==> src/include/status_queue_defines.vh <==
// constants for the status, alarm flag and result queue block
// assumes one core clock; the serial link is sampled, not clocked on
// Function
// - command F6h reads status, upper nine ignored
// - restart bit set by resets, cleared by read
// - bit 5 shows other arithmetic work busy
// - bit 4 shows sense calibration busy
// - bit 3 converter, alarm check or sample store busy
// - bit 2 shows table lookup or code busy
// - bit 1 is queue empty, clear empties queue
// - sample mode overflow sticky until read or clear
// - table mode bit 0 is live full
// - command F8h reads alarm flags, then clears them
// - channel two flags in bits 11 to 6
// - channel one flags in bits 5 to 0
// - queue holds 15 samples or 16 words
// - entries carry source tag plus result bits
// - full sample queue drops the oldest entry
// - command 80h shifts out the oldest entry
// - store enable gates samples into the queue
// - empty read returns tag 1111 and status
// - full collision read returns tag 1110
// - table copy pauses while queue is full
// - reads and arrivals may share one cycle
`ifndef STATUS_QUEUE_DEFINES_VH
`define STATUS_QUEUE_DEFINES_VH

// command bytes
`define CMD_STATUS_READ 8'hF6
`define CMD_ALARM_READ 8'hF8
`define CMD_QUEUE_READ 8'h80
`define CMD_TABLE_READ 8'hFC

// general status bit positions
`define ST_RESTART 6
`define ST_ARITH_BUSY 5
`define ST_SENSE_BUSY 4
`define ST_CONV_BUSY 3
`define ST_GATE_BUSY 2
`define ST_EMPTY 1
`define ST_OVERFLOW 0

// reset values of the live busy bits
`define RST_GATE_BUSY 1'b1
`define RST_OTHER_BUSY 1'b0

// queue sizes and tags
`define QUEUE_WIDTH 16
`define QUEUE_DEPTH 16
`define QUEUE_ADDR 4
`define SAMPLE_LIMIT 5'h0F
`define TAG_EMPTY 4'hF
`define TAG_COLLIDE 4'hE
`define ALARM_BITS 12

// serial frame bit counts
`define CMD_BITS 5'h08
`define FRAME_BITS 5'h18

`endif

==> src/rtl/tagged_queue.v <==
// first-in first-out store for tagged 16-bit result words
// assumes push and pop come from logic on the same clock
`timescale 1ns/1ns
module tagged_queue #(
  parameter WIDTH = 16,
  parameter DEPTH = 16,
  parameter ADDR = 4
) (
  input wire clk_in,
  input wire nrst_in,
  input wire ce_in,
  input wire clear_in,
  input wire in_valid_in,
  output wire in_ready_out,
  input wire [WIDTH-1:0] in_data_in,
  output wire out_valid_out,
  input wire out_ready_in,
  output wire [WIDTH-1:0] out_data_out,
  output wire [ADDR:0] count_out
);
  reg [WIDTH-1:0] mem [0:DEPTH-1];
  reg [ADDR-1:0] wr_ptr_reg;
  reg [ADDR-1:0] rd_ptr_reg;
  reg [ADDR:0] count_reg;
  wire push;
  wire pop;

  // handshakes; ready only while a slot is free
  assign in_ready_out = (count_reg != DEPTH[ADDR:0]);
  assign out_valid_out = (count_reg != {(ADDR+1){1'b0}});
  assign out_data_out = mem[rd_ptr_reg];
  assign count_out = count_reg;
  assign push = in_valid_in & in_ready_out;
  assign pop = out_valid_out & out_ready_in;

  // storage write
  always @(posedge clk_in) begin
    if (ce_in && push) begin
      mem[wr_ptr_reg] <= in_data_in;
    end
  end

  // pointers and fill count; push and pop may share a cycle
  always @(posedge clk_in) begin
    if (!nrst_in) begin
      wr_ptr_reg <= {ADDR{1'b0}};
      rd_ptr_reg <= {ADDR{1'b0}};
      count_reg <= {(ADDR+1){1'b0}};
    end else if (ce_in) begin
      if (clear_in) begin
        wr_ptr_reg <= {ADDR{1'b0}};
        rd_ptr_reg <= {ADDR{1'b0}};
        count_reg <= {(ADDR+1){1'b0}};
      end else begin
        if (push) begin
          wr_ptr_reg <= wr_ptr_reg + {{(ADDR-1){1'b0}}, 1'b1};
        end
        if (pop) begin
          rd_ptr_reg <= rd_ptr_reg + {{(ADDR-1){1'b0}}, 1'b1};
        end
        if (push && !pop) begin
          count_reg <= count_reg + {{ADDR{1'b0}}, 1'b1};
        end else if (pop && !push) begin
          count_reg <= count_reg - {{ADDR{1'b0}}, 1'b1};
        end
      end
    end
  end
endmodule // tagged_queue

==> src/rtl/status_alarm_flags_fifo.v <==
// status register, alarm flags and result queue behind a serial port
// assumes serial clock, select and data in come from pins (sampled here);
// busy levels, alarm events, samples and table words come from core logic
`timescale 1ns/1ns
`include "status_queue_defines.vh"
module status_alarm_flags_fifo #(
  parameter WIDTH = `QUEUE_WIDTH,
  parameter DEPTH = `QUEUE_DEPTH,
  parameter ADDR = `QUEUE_ADDR
) (
  input wire core_clk_in,
  input wire nrst_in,
  input wire ce_in,
  // serial port pins
  input wire sclk_in,
  input wire cs_n_in,
  input wire sdi_in,
  output reg sdo_out,
  output reg sdo_oe_n_out,
  // reset causes and software clear strobes
  input wire watchdog_reset_in,
  input wire full_reset_in,
  input wire queue_clear_in,
  input wire alarm_clear_in,
  // busy sources
  input wire arith_other_busy_in,
  input wire sense_cal_busy_in,
  input wire converter_busy_in,
  input wire alarm_check_busy_in,
  input wire gate_code_busy_in,
  // alarm threshold crossings, one pulse per flag
  input wire [11:0] alarm_set_in,
  // converter samples
  input wire sample_store_enable_in,
  input wire sample_valid_in,
  input wire [3:0] sample_tag_in,
  input wire [11:0] sample_data_in,
  // lookup-table words, tag already in the upper bits
  input wire table_valid_in,
  input wire [15:0] table_word_in,
  output reg table_ready_out,
  output reg table_start_out,
  output reg queue_empty_out
);
  // pin synchronisers and edge tracking
  reg [1:0] sclk_sync_reg;
  reg [1:0] cs_sync_reg;
  reg [1:0] sdi_sync_reg;
  reg sclk_last_reg;
  wire sclk_rise;
  wire sclk_fall;
  wire cs_active;

  // serial frame state
  reg [4:0] bit_cnt_reg;
  reg [7:0] cmd_shift_reg;
  reg [15:0] tx_reg;
  wire [7:0] cmd_byte;
  wire cmd_done;

  // flags and mode
  reg restart_reg;
  reg overflow_reg;
  reg table_mode_reg;
  reg arith_busy_reg;
  reg sense_busy_reg;
  reg conv_busy_reg;
  reg gate_busy_reg;
  reg [11:0] alarm_reg;
  reg [11:0] alarm_next;
  reg restart_next;
  reg overflow_next;

  // queue wiring
  wire q_in_ready;
  wire q_out_valid;
  wire [15:0] q_out_data;
  wire [ADDR:0] q_count;
  wire [15:0] q_in_data;
  wire q_in_valid;
  wire q_pop;
  wire conv_push;
  wire table_push;
  wire host_pop;
  wire discard;
  wire collide;
  wire [ADDR:0] count_next;
  wire [15:0] status_word;
  wire [15:0] read_word;

  // two flip-flops on every pin before any logic reads it
  always @(posedge core_clk_in) begin
    if (!nrst_in) begin
      sclk_sync_reg <= 2'b00;
      cs_sync_reg <= 2'b11;
      sdi_sync_reg <= 2'b00;
      sclk_last_reg <= 1'b0;
    end else if (ce_in) begin
      sclk_sync_reg <= {sclk_sync_reg[0], sclk_in};
      cs_sync_reg <= {cs_sync_reg[0], cs_n_in};
      sdi_sync_reg <= {sdi_sync_reg[0], sdi_in};
      sclk_last_reg <= sclk_sync_reg[1];
    end
  end

  // edges of the sampled serial clock, only inside a selected frame
  assign cs_active = ~cs_sync_reg[1];
  assign sclk_rise = cs_active & sclk_sync_reg[1] & ~sclk_last_reg;
  assign sclk_fall = cs_active & ~sclk_sync_reg[1] & sclk_last_reg;
  assign cmd_byte = {cmd_shift_reg[6:0], sdi_sync_reg[1]};
  assign cmd_done = sclk_rise & (bit_cnt_reg == `CMD_BITS - 5'h01);

  // status word; upper nine bits read as zero
  assign status_word[15:7] = 9'h000;
  assign status_word[`ST_RESTART] = restart_reg;
  assign status_word[`ST_ARITH_BUSY] = arith_busy_reg;
  assign status_word[`ST_SENSE_BUSY] = sense_busy_reg;
  assign status_word[`ST_CONV_BUSY] = conv_busy_reg;
  assign status_word[`ST_GATE_BUSY] = gate_busy_reg;
  assign status_word[`ST_EMPTY] = ~q_out_valid;
  // overflow bit: sticky in sample mode, live full in table mode
  assign status_word[`ST_OVERFLOW] = table_mode_reg ?
    (q_count == DEPTH[ADDR:0]) : overflow_reg;

  // queue pushes: samples only with store enable and outside table mode
  assign conv_push = sample_valid_in & sample_store_enable_in & ~table_mode_reg;
  // table words wait while the queue is full
  assign table_push = table_valid_in & table_mode_reg & table_ready_out & q_in_ready;
  assign q_in_valid = conv_push | table_push;
  assign q_in_data = conv_push ? {sample_tag_in, sample_data_in} : table_word_in;

  // host read of the oldest entry pops on the command's last bit
  assign host_pop = cmd_done & (cmd_byte == `CMD_QUEUE_READ) & q_out_valid;
  // sample at the limit with no read: drop oldest to keep newest 15
  assign discard = conv_push & ~host_pop & (q_count >= `SAMPLE_LIMIT);
  // sample at the limit landing with a read: flag the returned item
  assign collide = conv_push & host_pop & (q_count >= `SAMPLE_LIMIT);
  assign q_pop = host_pop | discard;

  // word loaded for shifting out after a read command
  assign read_word = (cmd_byte == `CMD_STATUS_READ) ? status_word :
    (cmd_byte == `CMD_ALARM_READ) ? {4'h0, alarm_reg} :
    (cmd_byte != `CMD_QUEUE_READ) ? 16'h0000 :
    ~q_out_valid ? {`TAG_EMPTY, status_word[11:0]} :
    collide ? {`TAG_COLLIDE, q_out_data[11:0]} :
    q_out_data;

  // fill count after this cycle, used for the registered ready
  assign count_next = queue_clear_in ? {(ADDR+1){1'b0}} :
    q_count + {{ADDR{1'b0}}, q_in_valid & (q_in_ready | q_pop)} -
    {{ADDR{1'b0}}, q_pop & q_out_valid};

  tagged_queue #(
    .WIDTH(WIDTH),
    .DEPTH(DEPTH),
    .ADDR(ADDR)
  ) u_queue (
    .clk_in(core_clk_in),
    .nrst_in(nrst_in),
    .ce_in(ce_in),
    .clear_in(queue_clear_in),
    .in_valid_in(q_in_valid),
    .in_ready_out(q_in_ready),
    .in_data_in(q_in_data),
    .out_valid_out(q_out_valid),
    .out_ready_in(q_pop),
    .out_data_out(q_out_data),
    .count_out(q_count)
  );

  // serial frame: command in on rising edges, data out on falling edges
  always @(posedge core_clk_in) begin
    if (!nrst_in) begin
      bit_cnt_reg <= 5'h00;
      cmd_shift_reg <= 8'h00;
      tx_reg <= 16'h0000;
      sdo_out <= 1'b0;
      sdo_oe_n_out <= 1'b1;
    end else if (ce_in) begin
      sdo_oe_n_out <= ~cs_active; // low while driving
      if (!cs_active) begin
        bit_cnt_reg <= 5'h00;
        tx_reg <= 16'h0000;
        sdo_out <= 1'b0;
      end else begin
        if (sclk_rise && bit_cnt_reg != `FRAME_BITS) begin
          bit_cnt_reg <= bit_cnt_reg + 5'h01;
          cmd_shift_reg <= cmd_byte;
        end
        if (cmd_done) begin
          tx_reg <= read_word;
        end else if (sclk_fall && bit_cnt_reg >= `CMD_BITS) begin
          sdo_out <= tx_reg[15]; // msb first
          tx_reg <= {tx_reg[14:0], 1'b0};
        end
      end
    end
  end

  // sticky flag next values; a set in the clearing cycle wins
  always @* begin
    restart_next = restart_reg;
    overflow_next = overflow_reg;
    alarm_next = alarm_reg;
    if (cmd_done && cmd_byte == `CMD_STATUS_READ) begin
      restart_next = 1'b0;
      overflow_next = 1'b0;
    end
    if (queue_clear_in) begin
      overflow_next = 1'b0;
    end
    if ((cmd_done && cmd_byte == `CMD_ALARM_READ) || alarm_clear_in) begin
      alarm_next = 12'h000;
    end
    if (watchdog_reset_in || full_reset_in) begin
      restart_next = 1'b1;
    end
    if (discard) begin
      overflow_next = 1'b1;
    end
    alarm_next = alarm_next | alarm_set_in;
  end

  // flag registers, busy sampling and table mode
  always @(posedge core_clk_in) begin
    if (!nrst_in) begin
      restart_reg <= 1'b0;
      overflow_reg <= 1'b0;
      alarm_reg <= 12'h000;
      arith_busy_reg <= `RST_OTHER_BUSY;
      sense_busy_reg <= `RST_OTHER_BUSY;
      conv_busy_reg <= `RST_OTHER_BUSY;
      gate_busy_reg <= `RST_GATE_BUSY;
      table_mode_reg <= 1'b0;
      table_start_out <= 1'b0;
      table_ready_out <= 1'b0;
      queue_empty_out <= 1'b1;
    end else if (ce_in) begin
      restart_reg <= restart_next;
      overflow_reg <= overflow_next;
      alarm_reg <= alarm_next;
      arith_busy_reg <= arith_other_busy_in;
      sense_busy_reg <= sense_cal_busy_in;
      // converting, checking alarms or storing a sample in the queue
      conv_busy_reg <= converter_busy_in | alarm_check_busy_in | conv_push;
      gate_busy_reg <= gate_code_busy_in;
      table_start_out <= cmd_done & (cmd_byte == `CMD_TABLE_READ);
      if (queue_clear_in) begin
        table_mode_reg <= 1'b0;
      end else if (cmd_done && cmd_byte == `CMD_TABLE_READ) begin
        table_mode_reg <= 1'b1;
      end
      // ready reflects free space after this cycle, except in a clearing cycle
      table_ready_out <= (count_next != DEPTH[ADDR:0]) & ~queue_clear_in;
      queue_empty_out <= (count_next == {(ADDR+1){1'b0}});
    end
  end
endmodule // status_alarm_flags_fifo

==> config.mk <==
export PLATFORM = sky130hd
export DESIGN_NAME = status_alarm_flags_fifo
export DESIGN_NICKNAME = d
export VERILOG_FILES = /design/src/rtl/tagged_queue.v /design/src/rtl/status_alarm_flags_fifo.v
export VERILOG_INCLUDE_DIRS = /design/src /design/src/include
export SDC_FILE = /design/constraint.sdc
export NUM_CORES = 1
export LEC_CHECK = 0
export ABC_CLOCK_PERIOD_IN_PS = 3750
export BUFFER_PORTS_ARGS = -buffer_cell sky130_fd_sc_hd__buf_2
export CAP_MARGIN = 20
export CORE_ASPECT_RATIO = 2
export CORE_UTILIZATION = 40
export DETAILED_ROUTE_END_ITERATION = 12
export PLACE_DENSITY = 0.64
export RECOVER_POWER = 100
export SETUP_SLACK_MARGIN = 0.1
export SKIP_LAST_GASP = 1
export SLEW_MARGIN = 40
export SYNTH_ARGS = -nofsm -noshare
export SYNTH_HDL_FRONTEND = slang
export SYNTH_SLANG_ARGS = --single-unit
==> constraint.sdc <==
create_clock -name core_clk_in -period 3.75 [get_ports core_clk_in]
set_input_delay 0.375 -clock core_clk_in [delete_from_list [all_inputs] [get_ports core_clk_in]]
set_output_delay 0.375 -clock core_clk_in [all_outputs]
set_load 0.01 [all_outputs]
[Yosys cells after proc, flatten, opt, wreduce, memory -nomap -nowiden]
Memories as Yosys holds them, arrays and structs flattened. A register that Yosys moved wholly into a read port is not among the register bits.
Cells that the tools add are included.
Word-level totals
  flip-flop bits (word level): 72
  RAM bits: 256
  input port bits: 62
  output and inout bits: 5
  logic and storage cells: 145
  memories kept: 1
Memory list
  u_queue.mem: depth 16, bits a word 16, rd ports 1, clocked after Yosys merged registers in 1, write ports 1, RTL line tagged_queue.v:21  | reg [WIDTH-1:0] mem [0:DEPTH-1];
Operators by class
  $add $sub $neg: 7
  order comparisons: 2
  eq/ne operators: 11
  multiplexer cells: 34
  bitwise logic cells: 34
  reductions and logical operators: 33
Operator list (number)
  $mux 16: 9
  $eq 8x8->1 const B: 4
  $mux 5: 6
  $mux 4: 6
  $and 1x1->1: 21
  $reduce_and 2->1: 8
  $ne 5x5->1 const B: 3
  $mux 1: 12
  $mux 12: 1
  $or 12x12->12: 1
  $reduce_bool 2->1: 6
  $add 5x1->5 const B: 2
  $ge 5x4->1 const B: 2
  $reduce_bool 3->1: 3
  $add 4x1->4 const B: 2
  $logic_and 1x1->1: 8
  $ne 8x8->1 const B: 1
  $not 1->1: 7
  $reduce_and 3->1: 2
  $add 5x1->5: 1
  $eq 5x3->1 const B: 1
  $eq 5x5->1 const B: 1
  $logic_not 5->1: 1
  $or 1x1->1: 5
  other kinds (6): 8

[Longest topological paths before layout]
Gate-level depths: netlist (run 1).
  depth after elaboration: 17
  depth in mapped cells: 17
  mapped depth without buffers: 15

[Modules after synthesis]
A second synthesis (run 1) with hierarchy kept.
Unflattened totals
  cells, all modules: 876
  area total of the unflattened synthesis: 14026.0 um^2
By module, submodules not included
  tagged_queue: times used 1, cells each 491, area an instance 10751.6 um^2, seq. area each 8027.7 um^2
  status_alarm_flags_fifo: times used 1, cells each 385, area an instance 3274.4 um^2, seq. area each 1181.1 um^2

[Worst setup path before layout (run 1)]
Ideal clock, no wire load.
  kind: register to register
  start: reg u_queue.count_reg[4], in the netlist u_queue.count_out[4]
  end: reg table_ready_out
  arrival time: 3227 ps
  required time: 3633 ps
  slack: 406 ps
  stages on the path, launching flop included: 18
  path buffers: 2
  period minus slack after synthesis: 3344 ps
  path through: dfxtp_1 > clkbuf_1 > inv_1 > ha_1 > a221oi_1 > or3_1 > o21ai_0 > buf_2 > ha_1 > inv_1 > ha_1 > inv_1 > fa_1 > nand2b_1 > a21oi_1 > nor3_1 > nand4bb_1 > a32o_1
Between the ends
  longest elaborated chain between the ends: 13
Ends and longest elaborated chain
  start, declared: RTL line tagged_queue.v:24  | reg [ADDR:0] count_reg;
  start signal, assigned: RTL line tagged_queue.v:48  | count_reg <= {(ADDR+1){1'b0}};
  start signal, assigned: RTL line tagged_queue.v:53  | count_reg <= {(ADDR+1){1'b0}};
  start signal, assigned: RTL line tagged_queue.v:62  | count_reg <= count_reg + {{ADDR{1'b0}}, 1'b1};
  parallel branches: the longest is 9 deep, another holds $ge 5x4->1
  $sub 5x1->5 *: RTL line status_alarm_flags_fifo.v:150  | q_count + {{ADDR{1'b0}}, q_in_valid & (q_in_ready | q_pop)} -
  $mux 5 *: RTL line status_alarm_flags_fifo.v:149  | assign count_next = queue_clear_in ? {(ADDR+1){1'b0}} :
  $ne 5x5->1 *: RTL line status_alarm_flags_fifo.v:254  | table_ready_out <= (count_next != DEPTH[ADDR:0]) & ~queue_clear_in;
  $and 1x1->1 *: RTL line status_alarm_flags_fifo.v:254
  end signal, assigned: RTL line status_alarm_flags_fifo.v:254
  end, declared: RTL line status_alarm_flags_fifo.v:41  | output reg table_ready_out,
Mark *: on every way between the ends.
A chain may end at the register's enable or synchronous reset.

[Worst setup path after layout (run 1)]
  start: reg u_queue.count_reg[4], in the netlist u_queue.count_out[4]
  end: reg u_queue.count_reg[4], in the netlist u_queue.count_out[4]
Between the ends
  longest elaborated chain between the ends: 11
Ends and longest elaborated chain
  parallel branches: the longest is 11 deep, another holds $ge 5x4->1
Parallel ways; which one is timed is not known. The select of a mux whose other input is x is not followed.

==> summary.md, run 1 <==
| Metric | Value |
|---|---|
| Status | `complete, but fails checks` |
| Failing checks | `max-capacitance violations, max-slew violations` |
| Largest cells by area after synthesis | `edfxtp_1, dfxtp_1, mux4_2, mux2i_1, ha_1` |
| Num rows | `97` |
| Final Max Slew Viols | `68` |
| Buffers on Ports | `66` |
| Num CTS Buffers | `28` |
| HP Class | `in2reg` |
| Max_cap viols | `2` |
| Skew final | `0.0149 ns` |
| Yosys top cell by area | `edfxtp_1` |
| Die H | `269 um` |
| Final hold violations | `0` |
| EDFF count, synth | `256` |
| Synth Flop Type | `edfxtp_1` |
| Synth top area share | `54.1%` |
| DR DRC count | `0` |
| Initial Util | `40.5%` |
| Largest net degree at the start of global routing | `45` |
| Max FFs per register | `256` |
| Clk_lat worst skew | `0.58 ns` |
| CTS tree | `yes` |
| Initial antenna violation count | `0` |
| Layout cell share with drive strength beyond 1 | `21.3%` |
| Placed Cells incl. Taps | `1399` |
| Vias in the first global route | `8487` |
| Worst-Margin Slew | `1.65 ns` |
| Post-Syn Area | `14200 um^2` |
| Setup TNS | `0 ns` |
| Worst Setup Path Type | `reg2reg` |
| Vias/cell | `5.72` |
| Mapped Nets | `992` |
| Die area | `36400 um^2` |
| Global-route wire length before repair | `51000 um` |
| P&R area growth vs syn | `12.9%` |
| Register area share after synthesis | `64.7%` |
| P_leak | `5.27 nW` |
| Total global routing overflow | `0` |
| Crit path arrival time | `3.86 ns` |
| FILL cells | `2996` |
| Worst-path clk slew | `0.07 ns` |
| Slew headroom | `-10.2%` |
| Minimum clock period | `3.41 ns` |
| Antenna cells | `0` |
| Crit Path Max Fanout | `11` |
| RSZ-0062 raised after global routing | `no` |
| Max VDD drop | `396 uV` |
| GRT Resource Usage Total | `19.1%` |
| H-tree depth | `1` |
| Power per cell area | `462 nW/um^2` |
| Post-Syn Instances | `909` |
| Chip width | `135 um` |
| Non-filler cells, final | `1453` |
| Fraction of registers with async set/reset | `0%` |
| Final Cycle Share | `91.0%` |
| CP required | `4.20 ns` |
| Most frequent cells after synthesis | `edfxtp_1, dfxtp_1, mux4_2, nor2_1, nand2_1` |
| Initial DRC count | `648` |
| First-pass DRT Iterations | `5` |
| CP Launch Type | `register` |
| Synth warn | `0` |
| Nets@finish | `1069` |
| Library cells used by synthesis | `71` |
| FMAX | `293 MHz` |
| Worst Setup End Kind | `register` |
| DP HPWL | `22600 um` |
| Core area | `35100 um^2` |
| Flops & latches, synth | `332` |
| Gpl congestion | `0.858` |
| Number of nets with antenna violations after routing | `0` |
| CTS max path bufs | `3` |
| CTS sink count | `332` |
| CTS Root Cell | `clkbuf_16` |
| Via Count | `8311` |
| Final Setup Violations | `0` |
| Final WL | `34100 um` |
| Syn avg cell area | `15.6 um^2` |
| Count leader, synth | `edfxtp_1` |
| IO Count | `67` |
| Drt wl/cell | `23.5 um` |
| Final Power | `7.42 mW` |
==> layout make-up <==
type                    count  area, um^2  share of cell area (%)
multi-input cells         502        4690                    29.2
well taps                 445         557                    3.47
flip-flops and latches    332        9210                    57.4
inverters                  22        82.6                   0.514
repair buffers            100         539                    3.36
clock buffers              32         716                    4.46
clock inverters            20         251                    1.57
==> cells by family after synthesis <==
logic type	after synthesis	synth area share (%)
flip-flops	332	64.7
AND/OR/NAND/NOR	202	7.65
AO/OA/AOI/OAI	154	7.48
multiplexers	119	15.5
buffers and inverters	75	2.34
adder cells (fa/ha/maj)	21	1.95
XOR/XNOR	6	0.370
==> path summary, 6_finish.rpt <==
| kind | startpoint | end | slack, ns | cells past startpoint |
|---|---|---|---|---|
| max reg2reg | u_queue.count_out[4] | u_queue.count_out[4] | 0.34 | 13 |
| min reg2reg | sdo_out | sdo_out | 0.48 | 2 |
| min | cs_n_in | cs_sync_reg[0] | 0.02 | 3 |
| max | u_queue.count_out[4] | u_queue.count_out[4] | 0.34 | 13 |
==> cell usage in the layout, fill, tap and decap left out, types with 12 or more instances in the layout <==
master and count:
clkbuf_1 15, a21oi_1 34, nor3_1 12, buf_2 59, nand3_1 16, buf_4 16, mux2i_1 25, o21ai_0 25
mux4_2 67, inv_1 22, dfxtp_1 73, ha_1 19, mux2_1 16, clkbuf_16 28, clkbuf_2 12, nand2_1 39
nor2_1 49, and2_0 12, edfxtp_1 256
==> worst max-delay path: stages, from the launching register on <==
cell	delay (ns)
dfxtp_1	0.51
inv_1	0.08
ha_1	0.18
a221oi_1	0.33
or3_1	0.26
o21ai_2	0.10
clkbuf_1	0.26
nand2b_1	0.29
fa_1	0.46
a21o_1	0.19
a21oi_1	0.29
nor3b_1	0.09
mux2i_1	0.13
o21ai_0	0.11
==> timing repair <==
| item | 4_1_cts | 5_1_grt |
|---|---|---|
| hold buffers | 1 | 0 |
| hold endpoints to repair | 1 | 0 |
| endpoints found under the setup margin | 0 | 3 |
| setup buffers | 0 | 1 |
| gates resized for setup | 0 | 3 |
==> routing by layer <==
metal	global-route usage (%)	routed length, um
met5	0	0
met3	1.86	1170
met2	36.3	19200
met4	8.87	1260
met1	21.0	12500
==> stage by stage <==
stage | hold WS, ns | util [%] | setup WS [ns] | cell area, um^2
2_1_floorplan | 0.434 | - | 0.406 | 14200
3_3_place_gp | 0.456 | 43.2 | 0.283 | 15100
3_5_place_dp | 0.462 | 43.2 | 0.182 | 15200
4_1_cts | 0.00517 | 46.0 | 0.138 | 16100
5_1_grt | 0.0347 | 45.8 | 0.0702 | 16100
6_report | 0.0212 | 45.8 | 0.337 | 16100
==> power breakdown <==
group / switching, mW / total, mW / internal [mW] / leakage, nW
logic: 0.204 / 0.314 / 0.110 / 1.88
clock network: 1.35 / 3.08 / 1.73 / 0.465
registers: 0.0219 / 4.03 / 4.00 / 2.92
total: 1.57 / 7.42 / 5.84 / 5.27
No activity file was read; power rests on OpenSTA's default activity.
==> inputs of run 2 (changes only) <==
--- a/config.mk
+++ b/config.mk
@@ -10,9 +10,10 @@
 export BUFFER_PORTS_ARGS = -buffer_cell sky130_fd_sc_hd__buf_2
 export CAP_MARGIN = 20
 export CORE_ASPECT_RATIO = 2
-export CORE_UTILIZATION = 40
+export CORE_UTILIZATION = 41
+export CTS_BUF_LIST = sky130_fd_sc_hd__clkbuf_4 sky130_fd_sc_hd__clkbuf_8
 export DETAILED_ROUTE_END_ITERATION = 12
-export PLACE_DENSITY = 0.64
+export PLACE_DENSITY = 0.54
 export RECOVER_POWER = 100
 export SETUP_SLACK_MARGIN = 0.1
 export SKIP_LAST_GASP = 1
==> run 2 against run 1 <==
  * The flow still finishes with violations (max-capacitance violations, max-slew violations)
  * Sequential share of layout area is 0.23 points lower
  * Register-to-register slack got worse by 0.02 ns
  * First-iteration DRC count decreased by 28%
  * Clock-buffer cell count is 36 higher
  * Flip-flop and latch count is the same
  * Cell area rose by 0.42%
  * Largest cell class unchanged
  * Largest power group unchanged
==> summary.md, run 2 (synthesis gave the netlist of run 1 again) <==
| Metric | Value |
|---|---|
| Status | `complete, but fails checks` |
| Failing checks | `max-capacitance violations, max-slew violations` |
| CP Launch Type | `register` |
| GRT Resource Usage Total | `20.8%` |
| Die H | `265 um` |
| Setup Buffers After CTS | `0` |
| Register share of total power | `54.2%` |
| Switch Pwr | `1.58 mW` |
| PnR worst setup slack | `0.318 ns` |
| Final WL | `35900 um` |
| Largest net degree at the start of global routing | `55` |
| Initial antenna violation count | `2` |
| Max VDD drop | `300 uV` |
| Crit path arrival time | `3.66 ns` |
| Layout cell share with drive strength beyond 1 | `24.0%` |
| DP Worst Slack | `0.260 ns` |
| FMAX | `291 MHz` |
| Crit path launch | `u_queue.count_out[2]` |
| HP Class | `in2reg` |
| Num CTS Buffers | `46` |
| Placed cell area | `15200 um^2` |
| Int Pwr | `5.85 mW` |
| Chip width | `134 um` |
| Max FFs per register | `256` |
| Final Max Slew Viols | `39` |
| Reg2Reg Setup Slack | `0.32 ns` |
| CTS tree | `yes` |
| DR DRC count | `0` |
| IO Count | `67` |
| P&R area growth vs syn | `13.3%` |
| Placed Cells incl. Taps | `1400` |
| CP Depth | `8` |
| Most common cell after layout, fill and taps aside | `edfxtp_1` |
| Total global routing overflow | `0` |
| Initial DRC count | `466` |
| Worst-Margin Slew | `1.85 ns` |
| Drt wl/cell | `24.2 um` |
| CTS sink count | `332` |
| DP HPWL | `22400 um` |
| Most frequent cells in the layout | `edfxtp_1, dfxtp_1, mux4_2, buf_2` |
| Crit Path Max Fanout | `9` |
| Global-route wire length before repair | `53400 um` |
| Max_cap viols | `1` |
| Final hold violations | `0` |
| Num rows | `96` |
| Reg2reg end | `u_queue.mem[7][14]` |
| CTS max path bufs | `3` |
| Minimum clock period | `3.43 ns` |
| Critical path cell sequence | `inv_1 > ha_1 > nor4bb_1 > a21oi_1 > clkbuf_1 > and3_1 > and2_0 > clkbuf_2` |
| RSZ-0062 raised after global routing | `no` |
| Final Cycle Share | `91.5%` |
| Worst Setup Path Type | `reg2reg` |
| Clock power frac | `41.6%` |
| Vias in the first global route | `8812` |
| Final Instance Area | `16100 um^2` |
| Clk_lat worst skew | `0.58 ns` |
| Buffers on Ports | `66` |
| Register-to-Register Path Depth | `8` |
| Slew headroom | `-23.3%` |
| Worst reg2reg path startpoint | `u_queue.count_out[2]` |
| CP Buf/Inv Count | `3` |
| Combinational share of power | `4.2%` |
| CTS Root Cell | `clkbuf_8` |
| Switching Fraction | `21.3%` |
| Die area | `35500 um^2` |
| Core area | `34200 um^2` |
| Initial Util | `41.5%` |
| Critical Path Max Stage Delay | `0.74 ns` |
| Worst Setup End Kind | `register` |
| Worst-path clk slew | `0.07 ns` |
| CP required | `3.97 ns` |
| First-pass DRT Iterations | `4` |
| Final Setup Violations | `0` |
| P_leak | `5.32 nW` |
| Largest delay share family, worst path | `simple AND/OR/NAND/NOR gates` |
| Power per cell area | `461 nW/um^2` |
| H-tree depth | `2` |
| Skew final | `0.0145 ns` |
| Setup TNS | `0 ns` |
| Vias/cell | `5.62` |
| Hold Slack | `0.0247 ns` |
| Number of nets with antenna violations after routing | `0` |
| Slowest CP cell | `and2_0` |
| Nets@finish | `1091` |
| Non-filler cells, final | `1484` |
| Worst setup endpoint | `u_queue.mem[7][14]` |
| Gpl congestion | `0.811` |
| Via Count | `8346` |
[run 2: cell count changes in the layout (fill, tap and decap cells not counted), moves of 4 or more]
cell,previous run,this run
clkbuf_2,12,16
clkbuf_4,0,19
clkbuf_16,28,0
clkbuf_8,0,49
[run 2: timing repair]
action,4_1_cts,5_1_grt
hold buffers,1,0
endpoints found under the setup margin,0,2
gates resized for setup,0,2
hold endpoints to repair,1,0
[run 2: area by class of cell]
class,count,area [um^2]
Inverter,22,82.6
Multi-Input combinational cell,502,4690
Timing Repair Buffer,104,572
Antenna cell,1,2.50
Fill cell,3041,18100
Clock inverter,14,190
Clock buffer,68,817
Tap cell,441,552
Sequential cell,332,9210
[run 2: power by group through the flow]
| stage | registers [mW] | clock network (mW) | logic (mW) |
|---|---|---|---|
| final | 4.03 | 3.09 | 0.315 |
| after global routing | 4.03 | 3.31 | 0.349 |
| after CTS | 4.02 | 3.17 | 0.325 |
| after detailed placement | 4.10 | 0 | 0.322 |
| after global placement | 4.10 | 0 | 0.317 |
| after floorplan | 4.10 | 0 | 0.197 |
[run 2: layer usage]
layer,global-route usage [%],vias up,part of all wire [%],wire length [um]
met4,11.9,2,5.7,2040
met5,0,-,0.036,13
li1,-,3820,-,-
met3,2.94,108,4.0,1450
met1,21.4,4193,35,12700
met2,39.4,223,55,19700
[run 2: how the worst min path moves through the flow]
stage,start,to,slack [ns],depth (start not counted)
after floorplan,tx_reg[11],tx_reg[11],0.43,1
after global placement,sdo_out,sdo_out,0.45,2
after detailed placement,sdo_out,sdo_out,0.45,2
after CTS,cs_n_in,cs_sync_reg[0],0.005,3
after global routing,cs_n_in,cs_sync_reg[0],0.009,3
final,cs_n_in,cs_sync_reg[0],0.02,3
[run 2: worst register-to-register path, cell delays in order (launching register included)]
cell and delay, ns:
dfxtp_1 0.45, inv_1 0.14, ha_1 0.28, nor4bb_1 0.19, a21oi_1 0.14, clkbuf_1 0.34, and3_1 0.29, and2_0 0.74
clkbuf_2 0.51
[run 2: per-stage QoR]
stage	util [%]	total power [mW]
floorplan	-	4.29
global placement	44.3	4.42
detailed placement	44.3	4.43
CTS	47.3	7.52
global route	47.1	7.69
finish	47.1	7.43
